<file path="src/verilog/pin_mux_pkg.sv">
// Constants shared by the port pin function multiplexer and its latch slice.
// Assumes a single 25 MHz system clock and an active-high reset.
package pin_mux_pkg;

  // ****************************************
  // Port widths
  // ****************************************
  localparam int LF_PORT_W = 3;
  localparam int PLAIN_PORT_W = 7;
  localparam int SER_PORT_W = 8;
  localparam int ANA_PORT_W = 8;
  localparam int SEG_GROUP_W = 8;
  localparam int SEG_GROUPS = 4;
  localparam int SEG_PORT_W = 28;

  // ****************************************
  // Reset values
  // ****************************************
  localparam logic [2:0] LF_LATCH_RST = 3'h7;
  localparam logic [6:0] PLAIN_LATCH_RST = 7'h7F;
  localparam logic [7:0] SER_LATCH_RST = 8'hFF;
  localparam logic [7:0] ANA_LATCH_RST = 8'h00;
  localparam logic [27:0] SEG_LATCH_RST = 28'hFFFFFFF;

  // ****************************************
  // Bit positions on the shared ports
  // ****************************************
  localparam int IRQ5_BIT = 0;
  localparam int LF_IN_BIT = 1;
  localparam int LF_OUT_BIT = 2;
  localparam int SER2_DO_BIT = 7;
  localparam int SER2_DI_BIT = 6;
  localparam int SER2_CK_BIT = 5;
  localparam int SER1_DO_BIT = 4;
  localparam int SER1_DI_BIT = 3;
  localparam int SER1_CK_BIT = 2;
  localparam int PWM_BIT = 1;
  localparam int IRQ3_BIT = 0;

  // ****************************************
  // Timing of the driven reset pulse
  // ****************************************
  localparam int CLK_PERIOD_NS = 40;
  localparam int RESET_DRIVE_NS = 640;
  localparam int RESET_DRIVE_CYCLES =
    (RESET_DRIVE_NS + CLK_PERIOD_NS - 1) / CLK_PERIOD_NS;
  localparam int RESET_CNT_W = 8;

  // States of the reset pin driver.
  typedef enum logic [1:0]
  {
    RST_IDLE = 2'b01,
    RST_DRIVE = 2'b10
  } rst_state_t;

endpackage

</file>
<file path="src/verilog/latch_port_if.sv">
// Carrier between the multiplexer top and one output latch slice.
// Assumes both ends run on the same system clock.
`timescale 1ns/1ps
`default_nettype none
interface latch_port_if #(parameter int W = 8);
  logic wr;
  logic [W-1:0] wdata;
  logic [W-1:0] alt_sel;
  logic [W-1:0] alt_val;
  logic [W-1:0] latch;
  logic [W-1:0] drive;

  // The top steers the slice and reads back its latch and pin value.
  modport ctrl
  (
    output wr, wdata, alt_sel, alt_val,
    input latch, drive
  );
  modport port
  (
    input wr, wdata, alt_sel, alt_val,
    output latch, drive
  );
endinterface
`default_nettype wire

</file>
<file path="src/verilog/latch_port.sv">
// One port output latch with alternate output gating.
// Assumes writes come as single-cycle strobes on the system clock.
`timescale 1ns/1ps
`default_nettype none
module latch_port #(
  parameter int W = 8,
  parameter logic [W-1:0] RESET_VAL = '1
)
(
  input wire logic clk_sys,
  input wire logic rst,
  latch_port_if.port lp
);

  typedef struct packed
  {
    logic [W-1:0] latch;
  } slice_t;

  slice_t state_reg;
  slice_t state_next;

  // A write strobe replaces the whole latch word.
  always_comb
  begin
    state_next = state_reg;
    if (lp.wr)
    begin
      state_next.latch = lp.wdata;
    end
  end

  always_ff @(posedge clk_sys or posedge rst)
  begin
    if (rst)
    begin
      state_reg.latch <= RESET_VAL;
    end
    else
    begin
      state_reg <= state_next;
    end
  end

  // Pin value: alternate output ANDed with the latch, else the latch alone.
  // Latch 0 pulls the pin low, so a latch of 1 leaves it free for input.
  assign lp.latch = state_reg.latch;
  assign lp.drive = state_reg.latch & (~lp.alt_sel | lp.alt_val);

endmodule
`default_nettype wire

</file>
<file path="src/verilog/port_pin_function_mux.sv">
// Pin sharing logic for the general ports, serial, timer, analog,
// segment and reset pins of the controller.
// Assumes pin inputs are synchronous to clk_sys; pins are split into
// input, output and output enable, resolved outside.
//
// What this block does
// - Low port feeds irq five only when latched high
// - Plain port is input only with latch one
// - Serial port bits map to fixed alternate functions
// - Analog pin feeds converter only when direction zero
// - Segment control one drives pin from display
// - Reset pin inputs reset and drives on faults
// - External slow clock enters input pin, output open
`timescale 1ns/1ps
`default_nettype none
module port_pin_function_mux #(
  parameter int RST_CYCLES = pin_mux_pkg::RESET_DRIVE_CYCLES
)
(
  input wire logic clk_sys,
  input wire logic rst,
  input wire logic lf_latch_wr,
  input wire logic [2:0] lf_latch_data,
  input wire logic lf_ext_clock_mode,
  input wire logic [2:0] lf_pin_in,
  output logic [2:0] lf_pin_out,
  output logic [2:0] lf_pin_oe,
  output logic [2:0] lf_port_read,
  output logic low_freq_osc_in,
  output logic ext_irq_five,
  output logic stop_release,
  input wire logic plain_latch_wr,
  input wire logic [6:0] plain_latch_data,
  input wire logic [6:0] plain_pin_in,
  output logic [6:0] plain_pin_out,
  output logic [6:0] plain_pin_oe,
  output logic [6:0] plain_port_read,
  input wire logic ser_latch_wr,
  input wire logic [7:0] ser_latch_data,
  input wire logic [7:0] serial_port_output_select,
  input wire logic ser2_data_out,
  input wire logic ser2_clock_out,
  input wire logic ser1_data_out,
  input wire logic ser1_clock_out,
  input wire logic pwm_divider_out,
  input wire logic [7:0] ser_pin_in,
  output logic [7:0] ser_pin_out,
  output logic [7:0] ser_pin_oe,
  output logic [7:0] ser_port_read,
  output logic ser2_data_in,
  output logic ser2_clock,
  output logic ser1_data_in,
  output logic ser1_clock,
  output logic ext_irq_three,
  output logic timer_three_input,
  input wire logic ana_latch_wr,
  input wire logic [7:0] ana_latch_data,
  input wire logic [7:0] analog_port_direction_ctrl,
  input wire logic [7:0] ana_pin_in,
  output logic [7:0] ana_pin_out,
  output logic [7:0] ana_pin_oe,
  output logic [7:0] ana_port_read,
  output logic [7:0] analog_in_enable,
  input wire logic seg_latch_wr,
  input wire logic [27:0] seg_latch_data,
  input wire logic [3:0] seg_output_ctrl,
  input wire logic [27:0] seg_drive,
  input wire logic [27:0] seg_pin_in,
  output logic [27:0] seg_pin_out,
  output logic [27:0] seg_pin_oe,
  output logic [27:0] seg_port_read,
  input wire logic wdt_reset_event,
  input wire logic trap_reset_event,
  input wire logic reset_pin_in,
  output logic reset_pin_out,
  output logic reset_pin_oe,
  output logic ext_reset_req,
  input wire logic test_pin_in
);

  // ****************************************
  // Latch slices
  // ****************************************
  latch_port_if #(.W(pin_mux_pkg::LF_PORT_W)) lf_lp();
  latch_port_if #(.W(pin_mux_pkg::PLAIN_PORT_W)) pl_lp();
  latch_port_if #(.W(pin_mux_pkg::SER_PORT_W)) sr_lp();
  latch_port_if #(.W(pin_mux_pkg::SEG_PORT_W)) sg_lp();

  latch_port #(.W(pin_mux_pkg::LF_PORT_W),
    .RESET_VAL(pin_mux_pkg::LF_LATCH_RST)) u_lf
    (.clk_sys(clk_sys), .rst(rst), .lp(lf_lp.port));
  latch_port #(.W(pin_mux_pkg::PLAIN_PORT_W),
    .RESET_VAL(pin_mux_pkg::PLAIN_LATCH_RST)) u_pl
    (.clk_sys(clk_sys), .rst(rst), .lp(pl_lp.port));
  latch_port #(.W(pin_mux_pkg::SER_PORT_W),
    .RESET_VAL(pin_mux_pkg::SER_LATCH_RST)) u_sr
    (.clk_sys(clk_sys), .rst(rst), .lp(sr_lp.port));
  latch_port #(.W(pin_mux_pkg::SEG_PORT_W),
    .RESET_VAL(pin_mux_pkg::SEG_LATCH_RST)) u_sg
    (.clk_sys(clk_sys), .rst(rst), .lp(sg_lp.port));

  // Write strobes and alternate outputs feeding the slices.
  assign lf_lp.wr = lf_latch_wr;
  assign lf_lp.wdata = lf_latch_data;
  assign lf_lp.alt_sel = 3'h0;
  assign lf_lp.alt_val = 3'h0;
  assign pl_lp.wr = plain_latch_wr;
  assign pl_lp.wdata = plain_latch_data;
  assign pl_lp.alt_sel = 7'h00;
  assign pl_lp.alt_val = 7'h00;
  assign sr_lp.wr = ser_latch_wr;
  assign sr_lp.wdata = ser_latch_data;
  // Input-only bits offer a constant 1, so selecting them leaves the latch.
  assign sr_lp.alt_sel = serial_port_output_select;
  assign sr_lp.alt_val = {ser2_data_out, 1'b1, ser2_clock_out,
    ser1_data_out, 1'b1, ser1_clock_out, pwm_divider_out, 1'b1};
  assign sg_lp.wr = seg_latch_wr;
  assign sg_lp.wdata = seg_latch_data;
  assign sg_lp.alt_sel = 28'h0000000;
  assign sg_lp.alt_val = 28'h0000000;

  // ****************************************
  // Registered state
  // ****************************************
  typedef struct packed
  {
    logic [2:0] lf_out, lf_oe, lf_read;
    logic lf_clk, irq5, stop_rel;
    logic [6:0] pl_out, pl_oe, pl_read;
    logic [7:0] sr_out, sr_oe, sr_read;
    logic s2_di, s2_ck, s1_di, s1_ck, irq3;
    logic [7:0] an_latch, an_read, ain_en, an_oe;
    logic [27:0] sg_out, sg_oe, sg_read;
    pin_mux_pkg::rst_state_t rst_state;
    logic [pin_mux_pkg::RESET_CNT_W-1:0] rst_cnt;
    logic ext_rst, rst_oe;
  } state_t;

  state_t state_reg;
  state_t state_next;
  logic [27:0] seg_sel;

  // Each segment control bit covers one group of eight pins; bit 3 covers only the last four.
  always_comb
  begin
    for (int i = 0; i < pin_mux_pkg::SEG_PORT_W; i++)
    begin
      seg_sel[i] = seg_output_ctrl[i / pin_mux_pkg::SEG_GROUP_W];
    end
  end

  // Pin logic: latch ports only ever sink, so a latch of 1 releases the
  // pin; this is what lets the same pin be read back as an input.
  always_comb
  begin
    state_next = state_reg;
    // Low-frequency port and its interrupt and stop-release inputs.
    state_next.lf_out = lf_lp.drive;
    state_next.lf_oe = ~lf_lp.drive;
    if (lf_ext_clock_mode)
    begin
      state_next.lf_oe[pin_mux_pkg::LF_IN_BIT] = 1'b0;
      state_next.lf_oe[pin_mux_pkg::LF_OUT_BIT] = 1'b0;
    end
    state_next.lf_read = lf_pin_in;
    state_next.lf_clk = lf_ext_clock_mode
      & lf_pin_in[pin_mux_pkg::LF_IN_BIT];
    state_next.irq5 = lf_pin_in[pin_mux_pkg::IRQ5_BIT]
      & lf_lp.latch[pin_mux_pkg::IRQ5_BIT];
    state_next.stop_rel = lf_pin_in[pin_mux_pkg::IRQ5_BIT]
      & lf_lp.latch[pin_mux_pkg::IRQ5_BIT];
    // Plain port: latch 1 leaves the pin undriven.
    state_next.pl_out = pl_lp.drive;
    state_next.pl_oe = ~pl_lp.drive;
    state_next.pl_read = plain_pin_in;
    // Serial port, gated alternate outputs and fixed input mapping.
    state_next.sr_out = sr_lp.drive;
    state_next.sr_oe = ~sr_lp.drive;
    state_next.sr_read = ser_pin_in;
    state_next.s2_di = ser_pin_in[pin_mux_pkg::SER2_DI_BIT];
    state_next.s2_ck = ser_pin_in[pin_mux_pkg::SER2_CK_BIT];
    state_next.s1_di = ser_pin_in[pin_mux_pkg::SER1_DI_BIT];
    state_next.s1_ck = ser_pin_in[pin_mux_pkg::SER1_CK_BIT];
    state_next.irq3 = ser_pin_in[pin_mux_pkg::IRQ3_BIT];
    // Analog port: a true tri-state port, one direction bit per pin.
    if (ana_latch_wr)
    begin
      state_next.an_latch = ana_latch_data;
    end
    state_next.an_read = ana_pin_in;
    state_next.ain_en = ~analog_port_direction_ctrl;
    // Kept as its own flop so the pin enable needs no output inverter.
    state_next.an_oe = analog_port_direction_ctrl;
    // Segment ports: display drive wins while the control bit is 1.
    for (int i = 0; i < pin_mux_pkg::SEG_PORT_W; i++)
    begin
      if (seg_sel[i])
      begin
        state_next.sg_out[i] = seg_drive[i];
        state_next.sg_oe[i] = 1'b1;
      end
      else
      begin
        state_next.sg_out[i] = sg_lp.drive[i];
        state_next.sg_oe[i] = ~sg_lp.drive[i];
      end
    end
    state_next.sg_read = seg_pin_in;
    // Reset pin: pull low for a fixed time after an internal fault.
    case (state_reg.rst_state)
      pin_mux_pkg::RST_IDLE:
      begin
        if (wdt_reset_event || trap_reset_event)
        begin
          state_next.rst_state = pin_mux_pkg::RST_DRIVE;
          state_next.rst_cnt =
            pin_mux_pkg::RESET_CNT_W'(RST_CYCLES - 1);
        end
      end
      pin_mux_pkg::RST_DRIVE:
      begin
        if (state_reg.rst_cnt == '0)
        begin
          state_next.rst_state = pin_mux_pkg::RST_IDLE;
        end
        else
        begin
          state_next.rst_cnt = state_reg.rst_cnt - 1'b1;
        end
      end
      default:
      begin
        state_next.rst_state = pin_mux_pkg::RST_IDLE;
      end
    endcase
    // Our own drive must not be mistaken for an external reset.
    state_next.ext_rst = ~reset_pin_in
      & (state_next.rst_state == pin_mux_pkg::RST_IDLE)
      & (state_reg.rst_state == pin_mux_pkg::RST_IDLE);
    // Registered from the next state, so it matches the state flop exactly.
    state_next.rst_oe = (state_next.rst_state == pin_mux_pkg::RST_DRIVE);
  end

  always_ff @(posedge clk_sys or posedge rst)
  begin
    if (rst)
    begin
      state_reg <= '0;
      state_reg.lf_out <= pin_mux_pkg::LF_LATCH_RST;
      state_reg.pl_out <= pin_mux_pkg::PLAIN_LATCH_RST;
      state_reg.sr_out <= pin_mux_pkg::SER_LATCH_RST;
      state_reg.an_latch <= pin_mux_pkg::ANA_LATCH_RST;
      state_reg.ain_en <= 8'hFF;
      state_reg.sg_out <= pin_mux_pkg::SEG_LATCH_RST;
      state_reg.rst_state <= pin_mux_pkg::RST_IDLE;
    end
    else
    begin
      state_reg <= state_next;
    end
  end

  // ****************************************
  // Outputs, all straight from state_reg
  // ****************************************
  assign lf_pin_out = state_reg.lf_out;
  assign lf_pin_oe = state_reg.lf_oe;
  assign lf_port_read = state_reg.lf_read;
  assign low_freq_osc_in = state_reg.lf_clk;
  assign ext_irq_five = state_reg.irq5;
  assign stop_release = state_reg.stop_rel;
  assign plain_pin_out = state_reg.pl_out;
  assign plain_pin_oe = state_reg.pl_oe;
  assign plain_port_read = state_reg.pl_read;
  assign ser_pin_out = state_reg.sr_out;
  assign ser_pin_oe = state_reg.sr_oe;
  assign ser_port_read = state_reg.sr_read;
  // Inputs reach peripherals regardless; software must clear select.
  assign ser2_data_in = state_reg.s2_di;
  assign ser2_clock = state_reg.s2_ck;
  assign ser1_data_in = state_reg.s1_di;
  assign ser1_clock = state_reg.s1_ck;
  assign ext_irq_three = state_reg.irq3;
  assign timer_three_input = state_reg.irq3;
  assign ana_pin_out = state_reg.an_latch;
  assign ana_pin_oe = state_reg.an_oe;
  assign ana_port_read = state_reg.an_read;
  assign analog_in_enable = state_reg.ain_en;
  assign seg_pin_out = state_reg.sg_out;
  assign seg_pin_oe = state_reg.sg_oe;
  assign seg_port_read = state_reg.sg_read;
  assign reset_pin_out = 1'b0 & state_reg.ext_rst;
  assign reset_pin_oe = state_reg.rst_oe;
  assign ext_reset_req = state_reg.ext_rst;
  // The test pin is never acted on; it is a factory input only.
  logic unused_test;
  assign unused_test = test_pin_in;

endmodule
`default_nettype wire

</file>
<file path="config.mk">
export PLATFORM = sky130hd
export DESIGN_NAME = port_pin_function_mux
export DESIGN_NICKNAME = d
export VERILOG_FILES = /design/src/verilog/pin_mux_pkg.sv /design/src/verilog/latch_port_if.sv /design/src/verilog/latch_port.sv /design/src/verilog/port_pin_function_mux.sv
export SDC_FILE = /design/constraint.sdc
export NUM_CORES = 1
export LEC_CHECK = 0
export ABC_AREA = 1
export BUFFER_PORTS_ARGS = -buffer_cell sky130_fd_sc_hd__buf_4
export CORE_ASPECT_RATIO = 0.8
export CORE_UTILIZATION = 50
export CTS_BUF_LIST = sky130_fd_sc_hd__clkbuf_8
export CTS_CLUSTER_DIAMETER = 150
export DETAILED_ROUTE_END_ITERATION = 7
export PLACE_DENSITY = 0.86
export SETUP_SLACK_MARGIN = 0.05
export SLEW_MARGIN = 30
export SYNTH_ARGS = -nofsm -noshare
export SYNTH_HDL_FRONTEND = slang
export SYNTH_SLANG_ARGS = --single-unit
</file>
<file path="constraint.sdc">
create_clock -name clk_sys -period 8.5 [get_ports clk_sys]
set_input_delay 1.7 -clock clk_sys [delete_from_list [all_inputs] [get_ports clk_sys]]
set_output_delay 1.7 -clock clk_sys [all_outputs]
set_load 0.03 [all_outputs]
</file>
==> results of run 1 <==
==> path summary, 6_finish.rpt <==
check,startpoint,endpoint,slack [ns],depth (start not counted)
max,ser_pin_out[7]$_DFF_PP1_,ser_pin_out[7],5.62,1
min,u_sr.lp.latch[0]$_DFFE_PP1P_,ser_pin_out[0]$_DFF_PP1_,0.36,0
max reg2reg,state_reg[10]$_DFF_PP1_,ext_reset_req$_DFF_PP0_,6.91,8
min reg2reg,u_sr.lp.latch[0]$_DFFE_PP1P_,ser_pin_out[0]$_DFF_PP1_,0.36,0
max in group asynchronous,rst,ser_pin_oe[6]$_DFF_PP0_,6.04,3
min in group asynchronous,rst,seg_pin_oe[24]$_DFF_PP0_,1.32,2
==> kinds of logic (layout without fill, tap and decap cells) <==
logic type	after synthesis	count (layout)
DFF	230	230
AOI/OAI and AO/OA	32	32
buffers and inverters	242	469
and+or+nand+nor	161	161
adders and majority gates	4	4
xor gates and xnor gates	2	2
other	1	1
muxes	38	38
==> power by group through the flow <==
stage | combinational (W) | clock, W | sequential [W]
3_5_place_dp | 0.000536 | 0 | 0.00129
2_1_floorplan | 0.000408 | 0 | 0.00129
3_3_place_gp | 0.000521 | 0 | 0.00129
6_report | 0.000532 | 0.000902 | 0.00128
5_1_grt | 0.000573 | 0.000981 | 0.00129
4_1_cts | 0.000538 | 0.000929 | 0.00128
==> metal layers <==
metal / share of wire [%] / up-vias / GRT usage, % / routed length (um)
li1: - / 2414 / - / -
met1: 36 / 2606 / 23.3 / 6910
met2: 51 / 244 / 35.8 / 9660
met3: 10 / 30 / 7.96 / 1970
met4: 2.2 / 0 / 8.40 / 419
met5: 0 / - / 0 / 0
==> worst register-to-register path, stage by stage, from the launching register on <==
cell and delay [ns]:
dfstp_2 0.55, inv_1 0.05, ha_1 0.32, inv_1 0.17
nand2_1 0.07, nand2_1 0.06, nand3_1 0.14, nand2_1 0.09
nor2_1 0.04
==> layout by cell type, fill, tap and decap left out, types with 7 or more instances in the layout <==
cell type	count
dfstp_2	101
inv_1	69
nor2_1	12
nand2_1	133
a21oi_1	7
clkbuf_8	44
buf_4	349
mux2_2	38
dfrtp_1	129
o21ai_0	20
nand3_1	9
==> final cells by class <==
type | count | area, um^2 | area share (%)
timing repair buffer | 350 | 2630 | 23.8
clock buffer | 44 | 606 | 5.49
sequential | 230 | 5880 | 53.3
inverter | 58 | 230 | 2.09
tap | 220 | 275 | 2.49
multi-input combinational | 238 | 1310 | 11.9
clock inverter | 17 | 95.1 | 0.862
==> metrics by stage <==
step / power (W) / util (%) / worst slack (ns)
4_1_cts: 0.00274 / 65.4 / 5.46
3_3_place_gp: 0.00181 / 61.2 / 4.96
6_report: 0.00271 / 65.4 / 5.62
5_1_grt: 0.00284 / 65.4 / 5.56
2_1_floorplan: 0.00170 / - / 0.663
3_5_place_dp: 0.00183 / 61.2 / 4.92
==> results.toml, run 1 <==
[finish]
drive_above_1_share_pct = 58.4
fillers = 1209
layout.cells.non_filler = 1157
area_delta_synth_final_pct = 25.8
nets = 1090
final_cell_area_um2 = 11000
n_antenna_cell = 0

[min_path]
hp-class = "flop to flop"

[power_and_ir_drop]
ir_drop_v = 0.000153
p_int_w = 0.00193
p_leak_nw = 5.55
p_sw_w = 0.000782
p_per_area_nw_per_um2 = 246
p_sw_share_pct = 28.9
seqPwrFrac_pct = 47.1
combPwrFrac_pct = 19.6
clock_power_share_pct = 33.3

[clocking]
worstSkewPairLatency_ns = 0.50
cts_setup_buffers = 0
cts_root_buf = "clkbuf_8"
htree_levels = 2
cts.path.max_buffers = 3
cts_hold_buf = 0
cts.clk_slew.worst_paths_ns = 0.06
cts_tree = "yes"
cts_made_buffers = 35
ctsResizeCount = 0
cts.sinks = 230

[setup_path]
slowest_delay_ns = 0.53
crit_buf_inv = 1
start_kind = "flop"
critical_path.top_delay_family = "flip-flops"
cp-end-kind = "primary output"
arrival_ns = 1.18
crit_chain = "buf_4"
crit_path_max_fanout = 1
cp.required_ns = 6.80
path_class = "flop to primary output"
crit_slowest_cell = "dfstp_2"

[synth]
synthFlopType = "dfrtp_1"
synthArstFlopShare_pct = 100
synth_compound_area_share_pct = 1.95
muxShareOfSynthArea_pct = 4.88
avgSynthCellArea_um2 = 12.4
synth_most_common_cell = "buf_4"
synth_cells = 710
synthTopCellsByArea = "dfrtp_1 37%, dfstp_2 30%, buf_4 15%"
synth_area_um2 = 8770
synth_top_family_by_area = "buffers and inverters"
yosysTopAreaCell = "dfrtp_1"
ys_types = 23
synthAdderAreaFrac_pct = 0.571
ys_ff_latch = 230
synth_seq_area_share_pct = 67.1
post_synth_xor_area_fraction_pct = 0.200
synth-simple-area-share_pct = 7.33
ys.warnings.count = 0
syn_nets = 887
synth_enable_flop_cells = 0
netlist.area_leader.share_pct = 36.8
synthTopCellsByCount = "173 x buf_4, 133 x nand2_1, 129 x dfrtp_1"

[detailed_routing]
post_drt_via_cell_ratio = 4.58
vias = 5294
routed_wl_um = 19000
drc_errors = 0
antenna_left = 0
drt_iter0_drc = 184
wl_per_cell_um = 16.4
first_pass_iters = 4

[sta]
slew_violations = 0
relSlewSlack_pct = 48.7
fin_tns_setup_ns = 0
fin_crit_sh_pct = 33.9
final_hold_viol_count = 0
finalCriticalPeriod_ns = 2.88
timing.fmax_ghz = 0.347
worst_pin_slew_ns = 0.769
finalSetupViolCount = 0
rsz0062_at_grt = "false"
fin_hold_ws_ns = 0.359
skew_ns = 0.0149

[run]
maxCapViolCount = 0

[placement]
hpwl_um = 13900
place_area_um2 = 10300
dpl.cell_count = 1096
gp_congestion = 0.820
io_buffers = 349

[die]
die_y_um = 120
die_area_um2 = 18100
die_w_um = 150
rows = 42
core_area_um2 = 16900
pin_count = 355
start_util_pct = 52.0

[global_route]
grt_pass1_vias = 5643
grt_pass1_wl_um = 28500
groute.usage.overall_pct = 20.9
grt_overflow_total = 0
antenna_found_initial = 0
grt_max_degree = 154

[outcome]
outcome = "finished clean"
(Power assumes the default switching activity.)
==> run 2, diff against run 1 <==
--- a/config.mk
+++ b/config.mk
@@ -5,7 +5,7 @@
 export SDC_FILE = /design/constraint.sdc
 export NUM_CORES = 1
 export LEC_CHECK = 0
-export ABC_AREA = 1
+export ABC_AREA = 0
 export BUFFER_PORTS_ARGS = -buffer_cell sky130_fd_sc_hd__buf_4
 export CORE_ASPECT_RATIO = 0.8
 export CORE_UTILIZATION = 50
==> constraint.sdc (replaced) <==
create_clock -name clk_sys -period 2.85 [get_ports clk_sys]
set_input_delay 0.57 -clock clk_sys [delete_from_list [all_inputs] [get_ports clk_sys]]
set_output_delay 0.57 -clock clk_sys [all_outputs]
set_load 0.03 [all_outputs]
==> results.toml, run 2 <==
[power_and_ir_drop]
ir_drop_v = 0.000490
clock_power_share_pct = 31.9
combPwrFrac_pct = 20.2
p_per_area_nw_per_um2 = 722
p_leak_nw = 5.42
seqPwrFrac_pct = 47.9
total_power_w = 0.00797
p_sw_share_pct = 29.0
p_sw_w = 0.00231
p_int_w = 0.00566

[die]
die_w_um = 150
rows = 42
die_area_um2 = 18100
start_util_pct = 52.0
pin_count = 355
die_y_um = 120
core_area_um2 = 16900

[setup_path]
crit_buf_inv = 1
reg2reg_slack_ns = 0.65
path_class = "flop to flop"
arrival_ns = 2.58
reg2reg_depth = 5
crit_slowest_cell = "nor3_1"
r2r_end = "ext_reset_req$_DFF_PP0_"
critical_path.top_delay_family = "simple AND/OR/NAND/NOR gates"
r2r_start = "state_reg[10]$_DFF_PP1_"
start_kind = "flop"
startpoint = "state_reg[10]$_DFF_PP1_"
crit_path_max_fanout = 6
cp-end-kind = "flop"
cp.required_ns = 3.24
worst-path-stages = 5
crit_end = "ext_reset_req$_DFF_PP0_"
slowest_delay_ns = 0.62
crit_chain = "inv_1 -> ha_1 -> nor3_1 -> a21oi_1 -> and4bb_2"

[synth]
syn_nets = 841
post_synth_xor_area_fraction_pct = 0
synth_compound_area_share_pct = 2.73
synthFlopType = "dfrtp_1"
ys.warnings.count = 0
synth_top_family_by_area = "buffers and inverters"
synthArstFlopShare_pct = 100
ys_ff_latch = 230
synth_area_um2 = 8770
synthTopCellsByCount = "173 x buf_4, 129 x dfrtp_1, 101 x dfstp_2"
synthAdderAreaFrac_pct = 0.571
synth_seq_area_share_pct = 67.1
synth_cells = 664
ys_types = 40
yosysTopAreaCell = "dfrtp_1"
muxShareOfSynthArea_pct = 5.65
synth_enable_flop_cells = 0
netlist.area_leader.share_pct = 36.8
synth-simple-area-share_pct = 6.92
synthTopCellsByArea = "dfrtp_1 37%, dfstp_2 30%, buf_4 15%"
avgSynthCellArea_um2 = 13.2
synth_most_common_cell = "buf_4"

[finish]
final_common_cell = "buf_4"
fin_util_pct = 65.4
nets = 1047
layout_common_cells = "350 x buf_4, 129 x dfrtp_1, 101 x dfstp_2, 68 x nand2_1, 53 x inv_1"
area_delta_synth_final_pct = 25.9
drive_above_1_share_pct = 61.4

[clocking]
cts_hold_buf = 0
cts.path.max_buffers = 3
cts_tree = "yes"
cts.clk_slew.worst_paths_ns = 0.06
worstSkewPairLatency_ns = 0.49
htree_levels = 2
cts_setup_buffers = 0
cts.sinks = 230
ctsResizeCount = 0
cts_root_buf = "clkbuf_8"
cts_made_buffers = 36

[sta]
relSlewSlack_pct = 51.5
skew_ns = 0.0164
fin_hold_ws_ns = 0.0893
finalSetupViolCount = 0
finalCriticalPeriod_ns = 2.20
fin_crit_sh_pct = 77.0
fin_tns_setup_ns = 0
timing.fmax_ghz = 0.456
worst_pin_slew_ns = 0.722
rsz0062_at_grt = "false"
final_hold_viol_count = 0
slew_violations = 0

[outcome]
outcome = "finished clean"

[detailed_routing]
wl_per_cell_um = 16.0
vias = 5088
routed_wl_um = 17800
antenna_left = 0
drc_errors = 0
post_drt_via_cell_ratio = 4.56
first_pass_iters = 4
drt_iter0_drc = 152

[global_route]
grt_pass1_vias = 5410
groute.usage.overall_pct = 19.8
grt_overflow_total = 0
grt_max_degree = 112
grt_pass1_wl_um = 27100
antenna_found_initial = 1

[run]
maxCapViolCount = 0

[placement]
gp_congestion = 0.782
io_buffers = 349
hpwl_um = 13000

[min_path]
hp-class = "input port to async pin"
[run 2: cell types whose count changed after synthesis, sizes merged, moves of 3 or more]
| cell | previous run | this run |
|---|---|---|
| nand2 | 135 | 68 |
| nor4 | 0 | 3 |
| nand2b | 0 | 28 |
| inv | 58 | 38 |
| nor3 | 1 | 4 |
| mux2 | 38 | 44 |
| nor2 | 14 | 11 |
| nand3 | 10 | 1 |
| o21ai | 25 | 20 |
[run 2: kinds of logic after synthesis]
logic type | count (synthesis)
flops | 230
buf+inv | 222
simple gates | 124
mux | 44
compound gates | 39
fa+ha+maj | 4
other cells | 1
[run 2: power by group through the flow]
stage | logic [W] | clock network, W | registers [W]
finish | 0.00161 | 0.00254 | 0.00381
global route | 0.00172 | 0.00280 | 0.00385
CTS | 0.00161 | 0.00264 | 0.00382
detailed placement | 0.00161 | 0 | 0.00387
global placement | 0.00155 | 0 | 0.00384
floorplan | 0.00122 | 0 | 0.00384
[run 2: worst register-to-register path, delay by kind of cell, from the launching register on]
family | cells | cell delay [ns]
AO/OA/AOI/OAI | 1 | 0.20
adder cells (fa/ha/maj) | 1 | 0.37
AND/OR/NAND/NOR | 2 | 0.91
flip-flops | 1 | 0.55
buffers and inverters | 1 | 0.05
[run 2: area by class of cell]
cell class	count	area (um^2)
inverter	38	146
antenna	1	2.50
tap	220	275
timing repair buffer	352	2670
fill	1212	5830
sequential	230	5880
clock buffer	42	578
clock inverter	20	88.8
multi-input combinational	212	1400
[run 2: how the worst min path moves through the flow]
stage | slack (ns) | endpoint | depth (start not counted) | start
after floorplan | 0.35 | plain_pin_out[0]$_DFF_PP1_ | 0 | u_pl.lp.latch[0]$_DFFE_PP1P_
after global routing | 0.09 | seg_pin_oe[23]$_DFF_PP0_ | 2 | rst
after detailed placement | 0.36 | plain_pin_out[1]$_DFF_PP1_ | 0 | u_pl.lp.latch[1]$_DFFE_PP1P_
after CTS | 0.05 | seg_pin_oe[18]$_DFF_PP0_ | 2 | rst
after global placement | 0.35 | plain_pin_out[3]$_DFF_PP1_ | 0 | u_pl.lp.latch[3]$_DFFE_PP1P_
final | 0.09 | seg_pin_oe[23]$_DFF_PP0_ | 2 | rst
[run 2: metrics by stage]
step	setup WS (ns)	std cells	area, um^2
6_report	0.655	1115	11000
5_1_grt	0.595	1115	11000
4_1_cts	0.703	1114	11000
3_5_place_dp	0.719	1052	10400
3_3_place_gp	0.809	1052	10400
2_1_floorplan	-0.645	664	8770
[run 2: routing by layer]
metal | wire, um | GRT usage, % | part of all wire, % | vias up
met3 | 2120 | 9.32 | 12 | 25
met2 | 9570 | 35.7 | 54 | 242
li1 | - | - | - | 2340
met1 | 5880 | 19.7 | 33 | 2481
met5 | 0 | 0 | 0 | -
met4 | 277 | 6.88 | 1.6 | 0
==> run 3, diff against run 2 <==
==> constraint.sdc (replaced) <==
create_clock -name clk_sys -period 2.2 [get_ports clk_sys]
set_input_delay 0.44 -clock clk_sys [delete_from_list [all_inputs] [get_ports clk_sys]]
set_output_delay 0.44 -clock clk_sys [all_outputs]
set_load 0.03 [all_outputs]
==> results.toml, run 3 (synthesis gave the netlist of run 2 again) <==
[die]
rows = 42
die_w_um = 150
die_area_um2 = 18100
start_util_pct = 52.0
core_area_um2 = 16900
die_y_um = 120
pin_count = 355

[clocking]
cts_made_buffers = 37
cts_root_buf = "clkbuf_8"
cts.sinks = 230
cts_tree = "yes"
htree_levels = 2
cts.path.max_buffers = 3
worstSkewPairLatency_ns = 0.49
cts.clk_slew.worst_paths_ns = 0.06

[sta]
final_hold_viol_count = 0
slew_violations = 0
timing.fmax_ghz = 0.490
relSlewSlack_pct = 60.3
fin_hold_ws_ns = 0.0432
rsz0062_at_grt = "false"
finalSetupViolCount = 0
finalCriticalPeriod_ns = 2.04
fin_crit_sh_pct = 92.8
skew_ns = 0.0160
fin_ws_ns = 0.158
worst_pin_slew_ns = 0.594

[global_route]
grt.busiest_layer = "met2"
grt_pass1_wl_um = 28000
grt_use_met1_pct = 20.9
use_met2_pct = 36.3
grt_pass1_vias = 5630
grt_max_degree = 58
groute.usage.overall_pct = 20.3
grt_overflow_total = 0
antenna_found_initial = 0
use_met3_pct = 9.43

[finish]
regArea_um2 = 5880
final_common_cell = "buf_4"
layout_common_cells = "357 x buf_4, 129 x dfrtp_1, 101 x dfstp_2, 68 x nand2_1, 60 x inv_1"
area_delta_synth_final_pct = 27.3
nets = 1061
fin_util_pct = 66.2
drive_above_1_share_pct = 61.1
multi_input_area_um2 = 1400
n_antenna_cell = 0
fillers = 1226

[setup_path]
start_kind = "flop"
path_class = "flop to flop"
cp-end-kind = "flop"
cp.required_ns = 2.58
crit_path_max_fanout = 9
reg2reg_depth = 5
arrival_ns = 2.42

[power_and_ir_drop]
clock_power_share_pct = 31.2
combPwrFrac_pct = 20.8
p_leak_nw = 5.51
p_int_w = 0.00732
p_sw_w = 0.00298
ir_drop_v = 0.000724
seqPwrFrac_pct = 47.9
p_per_area_nw_per_um2 = 922
p_sw_share_pct = 28.9

[detailed_routing]
vias = 5157
wl_per_cell_um = 16.0
first_pass_iters = 4
drt_iter0_drc = 140
antenna_left = 0
post_drt_via_cell_ratio = 4.56
drc_errors = 0
routed_wl_um = 18100

[placement]
hpwl_um = 13300
io_buffers = 349
pre_cts_slack_ns = 0.113
gp_congestion = 0.844

[min_path]
min_path_cells = 1
hp-class = "input port to flop"

[run]
maxCapViolCount = 0

[outcome]
outcome = "finished clean"
[run 3: cell count changes in the layout (fill, tap and decap cells not counted), sizes merged]
cell	previous run	this run
dlygate4sd3	0	4
clkinvlp	3	4
inv	54	60
diode	1	0
clkbuf	42	40
buf	352	361
[run 3: timing repair]
action	CTS	global route
buffers inserted	0	0
resized for setup	0	1
endpoints found under the hold margin	4	3
setup endpoints to repair	0	1
hold buffers	1	3
[run 3: routing by layer]
layer	share of wire (%)	vias up
met5	0	-
met2	53	246
met1	33	2512
met3	12	30
li1	-	2369
met4	1.5	0
[run 3: final timing paths]
| path | startpoint | endpoint | slack [ns] |
|---|---|---|---|
| worst min-delay path | seg_pin_in[3] | seg_port_read[3]$_DFF_PP0_ | 0.04 |
| min in group asynchronous | rst | seg_pin_oe[18]$_DFF_PP0_ | 0.57 |
| max in group asynchronous | rst | u_lf.lp.latch[2]$_DFFE_PP1P_ | 0.87 |
| worst min register to register | u_pl.lp.latch[4]$_DFFE_PP1P_ | plain_pin_out[4]$_DFF_PP1_ | 0.35 |
| worst max-delay path | state_reg[10]$_DFF_PP1_ | state_reg[6]$_DFFE_PP0P_ | 0.16 |
| worst max register to register | state_reg[10]$_DFF_PP1_ | state_reg[6]$_DFFE_PP0P_ | 0.16 |
[run 3: final cells by class]
class                   count  area share [%]
clock buffers              40            4.93
inverters                  38            1.31
clock inverters            27            1.02
multi-input cells         212            12.5
flip-flops and latches    230            52.7
well taps                 220            2.47
repair buffers            365            25.1
[run 3: power groups by stage]
stage	Clock, W	Sequential (W)	Combinational [W]
2_1_floorplan	0	0.00498	0.00158
3_3_place_gp	0	0.00498	0.00206
3_5_place_dp	0	0.00500	0.00212
4_1_cts	0.00332	0.00494	0.00214
5_1_grt	0.00353	0.00498	0.00231
6_report	0.00322	0.00494	0.00215
[run 3: worst max-delay path, stage by stage, from the launching register on]
cell,delay [ns]
dfstp_2,0.54
inv_1,0.05
ha_1,0.37
a311o_2,0.43
nor4_2,0.18
mux2_1,0.35
[run 3: stage by stage]
step	total power [W]	setup TNS, ns	cell area (um^2)	std cells
after floorplan	0.00656	-191.50	8770	664
after global placement	0.00704	0	10500	1061
after detailed placement	0.00713	0	10500	1061
after CTS	0.0104	0	11100	1129
after global routing	0.0108	0	11200	1132
final	0.0103	0	11200	1132
